<file path="src/include/mtx_pkg.sv">
// shared constants for the transmit eee timing and statistics block
package mtx_pkg;

    // apb geometry
    localparam int ADDR_W = 14;
    localparam int DATA_W = 32;
    localparam int NPORT = 3;

    // microsecond tick derived from the bus clock
    localparam int CLK_PERIOD_NS = 10;
    localparam int TICK_NS = 1000;
    localparam int TICK_CYCLES = TICK_NS / CLK_PERIOD_NS;
    localparam int TICK_W = 7;

    // register indices per port, byte address is four times the index
    localparam logic [2:0][11:0] IDX_TX_CFG = {12'hc40, 12'h840, 12'h440};
    localparam logic [2:0][11:0] IDX_WAKE = {12'hc42, 12'h842, 12'h000};
    localparam logic [2:0][11:0] IDX_REQ = {12'hc43, 12'h843, 12'h000};
    localparam logic [2:0][11:0] IDX_DEFER = {12'hc51, 12'h851, 12'h451};
    localparam logic [2:0][11:0] IDX_PAUSE = {12'hc52, 12'h852, 12'h452};
    localparam logic [2:0][11:0] IDX_GOOD = {12'hc53, 12'h853, 12'h453};
    // ports that carry the two eee timing registers
    localparam logic [2:0] EEE_PORTS = 3'h6;

    // transmit configuration fields
    localparam int CFG_TXEN_BIT = 0;
    localparam int CFG_PAD_BIT = 1;
    localparam int CFG_IFG_LSB = 2;
    localparam int CFG_IFG_MSB = 6;
    localparam int CFG_TEST_BIT = 7;
    localparam int CFG_EEE_BIT = 8;
    localparam int CFG_W = 9;
    localparam logic [8:0] CFG_RST = 9'h057;

    // timing registers
    localparam int WAKE_W = 24;
    localparam logic [23:0] WAKE_RST = 24'h00001e;
    localparam logic [31:0] REQ_RST = 32'h00000000;

    // statistics counters
    localparam logic [31:0] CNT_RST = 32'h00000000;
    localparam logic [31:0] CNT_TEST = 32'h7ffffffc;

    // low power idle sequencing
    typedef enum logic [1:0]
    {
        MTX_ST_ACTIVE = 2'b00,
        MTX_ST_WAIT = 2'b01,
        MTX_ST_LPI = 2'b10,
        MTX_ST_WAKE = 2'b11
    } mtx_eee_state_e;

endpackage

</file>
<file path="src/logic/mtx_top.sv">
// Summary of operation
// - wake delay holds off transmit after idle exit
// - wake field resets to 1e, top byte reserved
// - idle request follows programmed empty-fifo delay
// - request delay never short, at most 1us long
// - zero request delay requests idle at once
// - fifo refill restarts the request delay
// - deferred counter counts first-attempt deferrals
// - deferrals count only half duplex, no collisions
// - pause counter counts sent pause frames
// - good counter counts ok frames, not undersize
// - counters reset to zero, clear on read
// - counters stop at all ones
// - timing registers only on ports one, two
// - config bit 8 enables energy saving on ports one, two; held zero on port 0
// - test bit makes reads preset 7ffffffc
module mtx_top #(
    parameter logic [2:0] EEE_STRAP = 3'h0
) (
    // clock and reset
    input wire logic pclk,
    input wire logic presetn,
    // apb slave
    input wire logic psel,
    input wire logic penable,
    input wire logic pwrite,
    input wire logic [13:0] paddr,
    input wire logic [31:0] pwdata,
    input wire logic [3:0] pstrb,
    output logic [31:0] prdata,
    output logic pready,
    output logic pslverr,
    // transmit mac events, one bit per port
    input wire logic [2:0] half_duplex,
    input wire logic [2:0] defer_evt,
    input wire logic [2:0] collision_evt,
    input wire logic [2:0] pause_sent_evt,
    input wire logic [2:0] frame_ok_evt,
    input wire logic [2:0] frame_undersize,
    // energy saving link control, one bit per port
    input wire logic [2:0] tx_fifo_empty,
    output logic [2:0] lpi_request,
    output logic [2:0] tx_hold,
    // transmit configuration toward the mac
    output logic [2:0] tx_enable,
    output logic [2:0] pad_enable,
    output logic [2:0][4:0] ifg_config,
    output logic [2:0] energy_saving_on
);

    // address decode results
    logic [11:0] idx;
    logic aligned;
    logic [2:0] hit_cfg;
    logic [2:0] hit_wake;
    logic [2:0] hit_req;
    logic [2:0] hit_defer;
    logic [2:0] hit_pause;
    logic [2:0] hit_good;
    logic mapped;
    logic [31:0] wmask;
    logic setup_ph;
    logic access_ph;
    logic wr_en;
    logic rd_setup;

    // register storage
    logic [2:0][8:0] cfg_ff;
    logic [2:0][23:0] wake_ff;
    logic [2:0][31:0] req_ff;
    logic [2:0][31:0] defer_cnt;
    logic [2:0][31:0] pause_cnt;
    logic [2:0][31:0] good_cnt;

    // bus answer state
    logic [31:0] prdata_ff;
    logic err_ff;
    logic [31:0] rd_data;

    // microsecond tick
    logic [6:0] tick_cnt_ff;
    logic us_tick;

    // counter events
    logic [2:0] inc_defer;
    logic [2:0] inc_pause;
    logic [2:0] inc_good;

    // apb phases
    assign setup_ph = psel && !penable;
    assign access_ph = psel && penable;
    assign idx = paddr[13:2];
    assign aligned = (paddr[1:0] == 2'b00);

    // per port register address match
    always_comb
    begin
        for (int p = 0; p < mtx_pkg::NPORT; p++)
        begin
            hit_cfg[p] = aligned && (idx == mtx_pkg::IDX_TX_CFG[p]);
            hit_wake[p] = aligned && mtx_pkg::EEE_PORTS[p] &&
                (idx == mtx_pkg::IDX_WAKE[p]);
            hit_req[p] = aligned && mtx_pkg::EEE_PORTS[p] &&
                (idx == mtx_pkg::IDX_REQ[p]);
            hit_defer[p] = aligned && (idx == mtx_pkg::IDX_DEFER[p]);
            hit_pause[p] = aligned && (idx == mtx_pkg::IDX_PAUSE[p]);
            hit_good[p] = aligned && (idx == mtx_pkg::IDX_GOOD[p]);
        end
    end

    // any register at all answers this address
    assign mapped = |{hit_cfg, hit_wake, hit_req,
        hit_defer, hit_pause, hit_good};

    // byte enables widened to a bit mask
    assign wmask = {{8{pstrb[3]}}, {8{pstrb[2]}},
        {8{pstrb[1]}}, {8{pstrb[0]}}};

    // writes land on the access edge, reads act on the setup edge
    assign wr_en = access_ph && pwrite && mapped;
    assign rd_setup = setup_ph && !pwrite;

    // read data selection, reserved bits stay zero
    always_comb
    begin
        rd_data = 32'h0;
        for (int p = 0; p < mtx_pkg::NPORT; p++)
        begin
            if (hit_cfg[p])
                rd_data = {23'h0, cfg_ff[p]};
            if (hit_wake[p])
                rd_data = {8'h00, wake_ff[p]};
            if (hit_req[p])
                rd_data = req_ff[p];
            if (hit_defer[p])
                rd_data = defer_cnt[p];
            if (hit_pause[p])
                rd_data = pause_cnt[p];
            if (hit_good[p])
                rd_data = good_cnt[p];
        end
    end

    // read data and error captured in the setup cycle
    always_ff @(posedge pclk or negedge presetn)
    begin
        if (!presetn)
            prdata_ff <= 32'h0;
        else if (rd_setup)
            prdata_ff <= rd_data;
    end

    // unmapped or unaligned addresses answer with an error
    always_ff @(posedge pclk or negedge presetn)
    begin
        if (!presetn)
            err_ff <= 1'b0;
        else if (setup_ph)
            err_ff <= !mapped;
    end

    // zero wait state answer
    assign pready = access_ph;
    assign pslverr = access_ph && err_ff;
    assign prdata = prdata_ff;

    // free running microsecond tick
    always_ff @(posedge pclk or negedge presetn)
    begin
        if (!presetn)
            tick_cnt_ff <= 7'h00;
        else if (tick_cnt_ff == 7'(mtx_pkg::TICK_CYCLES - 1))
            tick_cnt_ff <= 7'h00;
        else
            tick_cnt_ff <= tick_cnt_ff + 7'h01;
    end

    assign us_tick = (tick_cnt_ff == 7'(mtx_pkg::TICK_CYCLES - 1));

    // per port configuration, timing, counters and idle sequencer
    generate
        for (genvar p = 0; p < mtx_pkg::NPORT; p++)
        begin : g_port
            logic [31:0] cfg_new;
            logic [31:0] wake_new;
            logic [31:0] req_new;
            logic rd_defer;
            logic rd_pause;
            logic rd_good;
            logic test_on;

            // reset value with the eee strap merged in, port 0 never
            localparam logic [8:0] CFG_RST_P = mtx_pkg::CFG_RST |
                ((p != 0 && EEE_STRAP[p]) ?
                9'(1 << mtx_pkg::CFG_EEE_BIT) : 9'h000);

            // byte-lane merge of write data
            assign cfg_new = (pwdata & wmask) |
                ({23'h0, cfg_ff[p]} & ~wmask);
            assign wake_new = (pwdata & wmask) |
                ({8'h00, wake_ff[p]} & ~wmask);
            assign req_new = (pwdata & wmask) | (req_ff[p] & ~wmask);

            // transmit configuration register
            always_ff @(posedge pclk or negedge presetn)
            begin
                if (!presetn)
                    cfg_ff[p] <= CFG_RST_P;
                else if (wr_en && hit_cfg[p])
                begin
                    cfg_ff[p] <= cfg_new[8:0];
                    if (p == 0)
                        cfg_ff[p][mtx_pkg::CFG_EEE_BIT] <= 1'b0;
                end
            end

            // wake delay, only the low 24 bits are kept
            always_ff @(posedge pclk or negedge presetn)
            begin
                if (!presetn)
                    wake_ff[p] <= mtx_pkg::WAKE_RST;
                else if (wr_en && hit_wake[p])
                    wake_ff[p] <= wake_new[23:0];
            end

            // idle request delay
            always_ff @(posedge pclk or negedge presetn)
            begin
                if (!presetn)
                    req_ff[p] <= mtx_pkg::REQ_RST;
                else if (wr_en && hit_req[p])
                    req_ff[p] <= req_new;
            end

            // configuration outputs
            assign tx_enable[p] = cfg_ff[p][mtx_pkg::CFG_TXEN_BIT];
            assign pad_enable[p] = cfg_ff[p][mtx_pkg::CFG_PAD_BIT];
            assign ifg_config[p] =
                cfg_ff[p][mtx_pkg::CFG_IFG_MSB:mtx_pkg::CFG_IFG_LSB];
            assign energy_saving_on[p] =
                cfg_ff[p][mtx_pkg::CFG_EEE_BIT];
            assign test_on = cfg_ff[p][mtx_pkg::CFG_TEST_BIT];

            // counter events from the transmit mac
            assign inc_defer[p] = defer_evt[p] && half_duplex[p] &&
                !collision_evt[p];
            assign inc_pause[p] = pause_sent_evt[p];
            assign inc_good[p] = frame_ok_evt[p] &&
                !frame_undersize[p];

            // clearing reads happen together with data capture
            assign rd_defer = rd_setup && hit_defer[p];
            assign rd_pause = rd_setup && hit_pause[p];
            assign rd_good = rd_setup && hit_good[p];

            mtx_sat_counter #(
                .WIDTH(mtx_pkg::DATA_W)
            ) u_defer (
                .pclk(pclk),
                .presetn(presetn),
                .inc(inc_defer[p]),
                .rd_clr(rd_defer),
                .test_mode(test_on),
                .count_ff(defer_cnt[p])
            );

            mtx_sat_counter #(
                .WIDTH(mtx_pkg::DATA_W)
            ) u_pause (
                .pclk(pclk),
                .presetn(presetn),
                .inc(inc_pause[p]),
                .rd_clr(rd_pause),
                .test_mode(test_on),
                .count_ff(pause_cnt[p])
            );

            mtx_sat_counter #(
                .WIDTH(mtx_pkg::DATA_W)
            ) u_good (
                .pclk(pclk),
                .presetn(presetn),
                .inc(inc_good[p]),
                .rd_clr(rd_good),
                .test_mode(test_on),
                .count_ff(good_cnt[p])
            );

            // idle sequencing exists only where the timing registers do
            if (mtx_pkg::EEE_PORTS[p])
            begin : g_eee
                mtx_eee_timer u_timer (
                    .pclk(pclk),
                    .presetn(presetn),
                    .eee_on(energy_saving_on[p]),
                    .us_tick(us_tick),
                    .fifo_empty(tx_fifo_empty[p]),
                    .wake_delay(wake_ff[p]),
                    .req_delay(req_ff[p]),
                    .lpi_request(lpi_request[p]),
                    .tx_hold(tx_hold[p])
                );
            end
            else
            begin : g_no_eee
                // port 0 never enters low power idle
                assign lpi_request[p] = 1'b0;
                assign tx_hold[p] = 1'b0;
            end
        end
    endgenerate

endmodule // mtx_top

</file>
<file path="src/logic/mtx_sat_counter.sv">
// saturating statistics counter, cleared or preset when software reads it
module mtx_sat_counter #(
    parameter int WIDTH = 32
) (
    // clock and reset
    input wire logic pclk,
    input wire logic presetn,
    // count event and read side effect
    input wire logic inc,
    input wire logic rd_clr,
    input wire logic test_mode,
    // current value
    output logic [WIDTH-1:0] count_ff
);

    logic [WIDTH-1:0] base;
    logic [WIDTH-1:0] nxt_count;

    // a read restarts from zero or the test value, an increment then adds
    always_comb
    begin
        if (rd_clr)
            base = test_mode ? mtx_pkg::CNT_TEST[WIDTH-1:0] : '0;
        else
            base = count_ff;
        if (inc && (base != {WIDTH{1'b1}}))
            nxt_count = base + 1'b1;
        else
            nxt_count = base;
    end

    // counter state
    always_ff @(posedge pclk or negedge presetn)
    begin
        if (!presetn)
            count_ff <= mtx_pkg::CNT_RST[WIDTH-1:0];
        else
            count_ff <= nxt_count;
    end

endmodule // mtx_sat_counter

</file>
<file path="src/logic/mtx_eee_timer.sv">
// per port low power idle request delay and wake hold-off sequencer
module mtx_eee_timer (
    // clock and reset
    input wire logic pclk,
    input wire logic presetn,
    // control
    input wire logic eee_on,
    input wire logic us_tick,
    input wire logic fifo_empty,
    input wire logic [23:0] wake_delay,
    input wire logic [31:0] req_delay,
    // toward the phy and the transmit path
    output logic lpi_request,
    output logic tx_hold
);

    mtx_pkg::mtx_eee_state_e state_ff;
    mtx_pkg::mtx_eee_state_e nxt_state;
    logic [31:0] us_cnt_ff;
    logic clr_cnt;
    logic req_done;
    logic wake_done;

    // ticks seen exceed the delay, so the wait is never short, at most 1 us long
    assign req_done = (req_delay == 32'h0) || (us_cnt_ff > req_delay);
    assign wake_done = (wake_delay == 24'h0) ||
        (us_cnt_ff > {8'h00, wake_delay});

    // state sequencing
    always_comb
    begin
        nxt_state = state_ff;
        clr_cnt = 1'b0;
        case (state_ff)
            mtx_pkg::MTX_ST_ACTIVE:
            begin
                clr_cnt = 1'b1;
                if (fifo_empty)
                    nxt_state = (req_delay == 32'h0) ?
                        mtx_pkg::MTX_ST_LPI : mtx_pkg::MTX_ST_WAIT;
            end
            mtx_pkg::MTX_ST_WAIT:
            begin
                if (!fifo_empty)
                    nxt_state = mtx_pkg::MTX_ST_ACTIVE;
                else if (req_done)
                    nxt_state = mtx_pkg::MTX_ST_LPI;
            end
            mtx_pkg::MTX_ST_LPI:
            begin
                clr_cnt = 1'b1;
                if (!fifo_empty)
                    nxt_state = mtx_pkg::MTX_ST_WAKE;
            end
            mtx_pkg::MTX_ST_WAKE:
            begin
                if (wake_done)
                    nxt_state = mtx_pkg::MTX_ST_ACTIVE;
            end
            default:
            begin
                nxt_state = mtx_pkg::MTX_ST_ACTIVE;
            end
        endcase
        if (!eee_on)
            nxt_state = mtx_pkg::MTX_ST_ACTIVE;
    end

    // state register
    always_ff @(posedge pclk or negedge presetn)
    begin
        if (!presetn)
            state_ff <= mtx_pkg::MTX_ST_ACTIVE;
        else
            state_ff <= nxt_state;
    end

    // microsecond tick counter, saturating
    always_ff @(posedge pclk or negedge presetn)
    begin
        if (!presetn)
            us_cnt_ff <= 32'h0;
        else if (clr_cnt)
            us_cnt_ff <= 32'h0;
        else if (us_tick && (us_cnt_ff != 32'hffffffff))
            us_cnt_ff <= us_cnt_ff + 32'h1;
    end

    // outputs straight from state
    assign lpi_request = (state_ff == mtx_pkg::MTX_ST_LPI);
    assign tx_hold = (state_ff == mtx_pkg::MTX_ST_LPI) ||
        (state_ff == mtx_pkg::MTX_ST_WAKE);

endmodule // mtx_eee_timer

</file>
<file path="config.mk">
export PLATFORM = sky130hd
export DESIGN_NAME = mtx_top
export DESIGN_NICKNAME = d
export VERILOG_FILES = /design/src/include/mtx_pkg.sv /design/src/logic/mtx_top.sv /design/src/logic/mtx_sat_counter.sv /design/src/logic/mtx_eee_timer.sv
export SDC_FILE = /design/constraint.sdc
export NUM_CORES = 2
export LEC_CHECK = 0
export BUFFER_PORTS_ARGS = -buffer_cell sky130_fd_sc_hd__buf_2
export CAP_MARGIN = 25
export CORE_ASPECT_RATIO = 0.7
export CORE_MARGIN = 2
export CORE_UTILIZATION = 35
export DETAILED_ROUTE_END_ITERATION = 7
export GPL_TIMING_DRIVEN = 0
export PLACE_DENSITY = 0.58
export SYNTH_ARGS = -nofsm -noshare
export SYNTH_HDL_FRONTEND = slang
export SYNTH_SLANG_ARGS = --single-unit
</file>
<file path="constraint.sdc">
create_clock -name pclk -period 5.9 [get_ports pclk]
set_input_delay 0.885 -clock pclk [delete_from_list [all_inputs] [get_ports pclk]]
set_output_delay 0.885 -clock pclk [all_outputs]
set_load 0.005 [all_outputs]
</file>
==> impl_table.tex <==
\begin{tabular}{lr}
\hline
Metric & Value \\
\hline
\multicolumn{2}{l}{\textbf{Run status}} \\
\quad Outcome & finished, violations left \\
\quad Violations in the final reports & design-rule violations \\
\multicolumn{2}{l}{\textbf{Global routing}} \\
\quad First-pass GRT wire length & approximately 220,000 um \\
\quad Overall fraction of global-route tracks in use & 30.5\% \\
\quad Number of antenna violations at the first check in global routing & 11 \\
\quad Pin count of the biggest net entering global routing & 113 \\
\quad Number of global-route vias before repair & around 30,000 \\
\quad Total global routing overflow & 0 \\
\multicolumn{2}{l}{\textbf{Layout}} \\
\quad Area growth, synth to finish & 13.6\% \\
\quad \# nets final & approximately 4,100 \\
\quad Number of cells in the finished layout apart from fillers & approximately 5,200 \\
\quad Most frequent cells in the layout & sky130\_fd\_sc\_hd\_\_dfrtp\_1 (511), sky130\_fd\_sc\_hd\_\_nand2\_1 (320), sky130\_fd\_sc\_hd\_\_o21ai\_0 (232) \\
\quad Share of final-layout standard cells stronger than drive strength 1 & between 10\% and 20\% \\
\quad Most common cell after layout, fill and taps aside & sky130\_fd\_sc\_hd\_\_dfrtp\_1 \\
\multicolumn{2}{l}{\textbf{Logic synthesis}} \\
\quad Number of flops mapped to enable cells by yosys & 0 \\
\quad Count of yosys warnings during synthesis & 0 \\
\quad Number of instances in the synthesized netlist & $\sim$3,700 \\
\quad Count of unique library cells instantiated by Yosys & around 100 \\
\quad Share of synthesized registers carrying an async set or reset & 100\% \\
\quad Sequential share of the synthesized area & 40.0\% \\
\quad Mean Syn Cell Area & 9.12 sq um \\
\quad Top\_reg\_cell synth & sky130\_fd\_sc\_hd\_\_dfrtp\_1 \\
\quad Synthesized flop and latch total & around 530 \\
\quad Combined area of all synthesized cells & between 30,000 and 40,000 sq um \\
\multicolumn{2}{l}{\textbf{Critical path}} \\
\quad Worst path slowest cell & sky130\_fd\_sc\_hd\_\_clkbuf\_1 \\
\quad Register-to-Register Path Depth & 8 \\
\quad Biggest fanout along the worst timing path & 10 \\
\quad Critical path cell sequence & buf\_2 -> or4\_1 -> buf\_6 -> nor2\_8 -> clkbuf\_1 -> clkbuf\_1 -> nand2\_1 -> and2\_1 -> ha\_1 -> o2111ai\_1 -> o2111ai\_1 -> o211ai\_1 -> buf\_4 -> o21ai\_0 \\
\quad Required time of the critical path & around 6400 ps \\
\quad Worst Setup End Kind & flip-flop \\
\quad Slack of the worst reg-to-reg path & 2180 ps \\
\quad Critical path data arrival time & slightly above 6000 ps \\
\quad Startpoint type of the worst setup path & input port \\
\quad Number of buffers and inverters on the critical path & 5 \\
\quad Max incr delay on CP & around 760 ps \\
\quad Kind of cell adding the most delay to the critical path & buffers and inverters \\
\quad Worst setup path category & in2reg \\
\quad Worst r2r dst & g\_port[2].u\_good.count\_ff[31] \\
\multicolumn{2}{l}{\textbf{Clocking}} \\
\quad Post-CTS clock slew at the launch and capture registers of the worst setup and hold paths & 70 ps \\
\quad H-tree lvl count & 2 \\
\quad Number of sinks on the clock net & 534 \\
\quad Clock buffers created by TritonCTS & between 50 and 60 \\
\quad TritonCTS clock tree & yes \\
\quad Bufs on Longest Clock Path & 3 \\
\quad Insertion delay to the later sink of the worst-skew pair & about 670 ps \\
\quad CTS root buf & sky130\_fd\_sc\_hd\_\_clkbuf\_16 \\
\quad Number of instances resized during post-cts repair & 0 \\
\multicolumn{2}{l}{\textbf{Min path}} \\
\quad Class of the tightest hold or removal check & in2async \\
\multicolumn{2}{l}{\textbf{Routing}} \\
\quad Via count & between 30,000 and 40,000 \\
\quad WL/cell & about 30 um \\
\quad Total Routed Length & 154,000 um \\
\quad Via density per instance & 6.33 \\
\quad \# DRC & 7 \\
\quad Number of DRC markers in iteration 0 & 4,841 \\
\quad Count of TritonRoute iterations in the first routing pass & 8 \\
\quad Post-DRT Antenna Nets & 0 \\
\multicolumn{2}{l}{\textbf{Timing}} \\
\quad Setup-failing EPs final & 0 \\
\quad Unrepaired setup endpoints after global routing & false \\
\quad Post-Route Skew & approximately 40 ps \\
\quad Pin slew with the least headroom to its limit & 1240 ps \\
\quad Post-layout min period & about 5600 ps \\
\quad Number of hold-slack violations in the final timing report & 0 \\
\quad Worst Setup Slack, final & 300 ps \\
\quad Pins Over Slew Limit & 0 \\
\quad Upper clock frequency limit & 0.179 GHz \\
\quad Final clock period utilization by the worst path & 94.9\% \\
\quad Max\_slew headroom & 17.6\% \\
\multicolumn{2}{l}{\textbf{Floorplan}} \\
\quad Count of standard-cell rows & 94 \\
\quad Die H & between 200 and 300 um \\
\quad Initial standard-cell utilization of the core & between 30\% and 40\% \\
\quad Area of the die & slightly below 100,000 sq um \\
\quad Die W & $\sim$370 um \\
\quad Number of placed I/O pins & 140 \\
\quad Floorplan core area & approximately 94,000 sq um \\
\multicolumn{2}{l}{\textbf{Job}} \\
\quad Maximum capacitance violations & 0 \\
\multicolumn{2}{l}{\textbf{Power}} \\
\quad Largest vdd supply drop & around 0.22 mV \\
\quad Cell Pwr Density & 239 nW/um\^{}2 \\
\quad Static Leakage & 15.9 nW \\
\quad Power, Total & between 0.009 and 0.01 W \\
\multicolumn{2}{l}{\textbf{Placed design}} \\
\quad Placer congestion estimate & about 1.1 \\
\quad Count of placed standard cells including taps & approximately 5,000 \\
\quad Count of buffers inserted at the top-level ports & $\sim$130 \\
\quad DP HPWL & approximately 120,000 um \\
\quad Worst slack after detailed placement & -399 ps \\
\hline
\end{tabular}
-- layout make-up --
type | instances | area (sq um)
well taps | 1248 | 1560
flip-flops and latches | 534 | 13400
fillers | 9523 | 56300
diodes | 4 | 10.0
repair buffers | 150 | 901
multi-input cells | 2814 | 18800
clock buffers | 76 | 1630
inverters | 152 | 571
clock inverters | 33 | 428
plain buffers | 171 | 708
-- repair_timing --
| item | CTS | global route |
|---|---|---|
| endpoints found under the setup margin | 0 | 6 |
| buffers inserted | 0 | 1 |
| hold buffers | 0 | 0 |
| hold endpoints to repair | 0 | 0 |
-- report_power, final --
part / total, W / internal, W / switching, W
Clock: 0.00404 / 0.00231 / 0.00174
Sequential: 0.00421 / 0.00384 / 0.000368
Combinational: 0.000826 / 0.000322 / 0.000504
Total: 0.00908 / 0.00647 / 0.00261
-- cells by family (layout without fill, tap and decap cells) --
group | after synthesis | count (layout) | synth area share, %
XOR/XNOR | 240 | 240 | 6.28
multiplexers | 161 | 161 | 5.38
buffers and inverters | 323 | 582 | 3.82
AO/OA/AOI/OAI | 961 | 961 | 19.2
flip-flops | 534 | 534 | 40.0
other | 1 | 7 | 0.0112
AND/OR/NAND/NOR | 1325 | 1325 | 20.7
adder cells (fa/ha/maj) | 124 | 124 | 4.64
-- Yosys cell counts, types with 14 or more instances --
| library cell | number | area share, % |
|---|---|---|
| sky130_fd_sc_hd__xor2_1 | 104 | 2.7 |
| sky130_fd_sc_hd__o21ai_0 | 232 | 3.5 |
| sky130_fd_sc_hd__a31oi_1 | 36 | 0.67 |
| sky130_fd_sc_hd__nor3_1 | 91 | 1.4 |
| sky130_fd_sc_hd__a21oi_1 | 208 | 3.1 |
| sky130_fd_sc_hd__a221o_1 | 19 | 0.57 |
| sky130_fd_sc_hd__dfstp_2 | 23 | 1.8 |
| sky130_fd_sc_hd__nor4_1 | 51 | 0.95 |
| sky130_fd_sc_hd__o2111ai_1 | 22 | 0.58 |
| sky130_fd_sc_hd__o22ai_1 | 25 | 0.47 |
| sky130_fd_sc_hd__nand3_1 | 177 | 2.6 |
| sky130_fd_sc_hd__nor2_1 | 230 | 2.6 |
| sky130_fd_sc_hd__a2111oi_0 | 14 | 0.37 |
| sky130_fd_sc_hd__a22o_1 | 22 | 0.58 |
| sky130_fd_sc_hd__a22oi_1 | 59 | 1.3 |
| sky130_fd_sc_hd__mux2_2 | 146 | 4.9 |
| sky130_fd_sc_hd__nand4_1 | 120 | 2.2 |
| sky130_fd_sc_hd__buf_2 | 20 | 0.30 |
| sky130_fd_sc_hd__o211ai_1 | 43 | 0.96 |
| sky130_fd_sc_hd__a211oi_1 | 42 | 0.94 |
| sky130_fd_sc_hd__a21o_1 | 44 | 0.99 |
| sky130_fd_sc_hd__inv_1 | 151 | 1.7 |
| sky130_fd_sc_hd__and3_1 | 66 | 1.2 |
| sky130_fd_sc_hd__nand2_1 | 320 | 3.6 |
| sky130_fd_sc_hd__and4_1 | 29 | 0.76 |
| sky130_fd_sc_hd__nor2b_1 | 15 | 0.28 |
| sky130_fd_sc_hd__clkbuf_1 | 130 | 1.5 |
| sky130_fd_sc_hd__xnor2_1 | 136 | 3.6 |
| sky130_fd_sc_hd__or3_1 | 36 | 0.67 |
| sky130_fd_sc_hd__a221oi_1 | 51 | 1.3 |
| sky130_fd_sc_hd__ha_1 | 124 | 4.6 |
| sky130_fd_sc_hd__dfrtp_1 | 511 | 38 |
| sky130_fd_sc_hd__and2_1 | 78 | 1.5 |
-- routing by layer --
metal / up-vias / track usage [%] / part of all wire, %
met5: - / 0 / 0.031
met4: 8 / 9.26 / 3.4
met3: 256 / 9.63 / 13
met2: 2062 / 39.2 / 37
met1: 16351 / 47.3 / 46
li1: 14132 / - / -
-- worst max path at each step --
stage	start	to	slack (ps)	cells past startpoint
after floorplan	paddr[1]	g_port[1].u_good.count_ff[27]	1420	15
after global placement	presetn	g_port[0].u_good.count_ff[14]	-7910	1
after global routing	paddr[1]	g_port[1].u_good.count_ff[25]	320	17
after CTS	paddr[1]	g_port[1].u_pause.count_ff[18]	310	13
after detailed placement	paddr[1]	g_port[1].u_pause.count_ff[4]	-400	13
final	paddr[1]	g_port[1].u_pause.count_ff[18]	300	14
-- stage by stage --
stage / TNS (ps) / instance area [sq um] / utilization (%) / hold WS [ps]
after floorplan: 0 / 33500 / - / 455
after global placement: -4103500 / 35700 / 37.8 / 460
after detailed placement: -2460 / 35900 / 38.1 / 465
after CTS: 0 / 38000 / 40.2 / 170
after global routing: 0 / 38000 / 40.3 / 202
final: 0 / 38000 / 40.3 / 156
-- worst reg2reg max path: stages, from the launching register on --
cell	delay, ps
sky130_fd_sc_hd__dfrtp_1	330
sky130_fd_sc_hd__clkbuf_1	730
sky130_fd_sc_hd__nand2_1	500
sky130_fd_sc_hd__nor3_2	490
sky130_fd_sc_hd__o21ai_1	150
sky130_fd_sc_hd__a211oi_2	690
sky130_fd_sc_hd__nand2_1	220
sky130_fd_sc_hd__or3_1	390
sky130_fd_sc_hd__a21oi_1	140
Power figures use the tool's default switching activity.
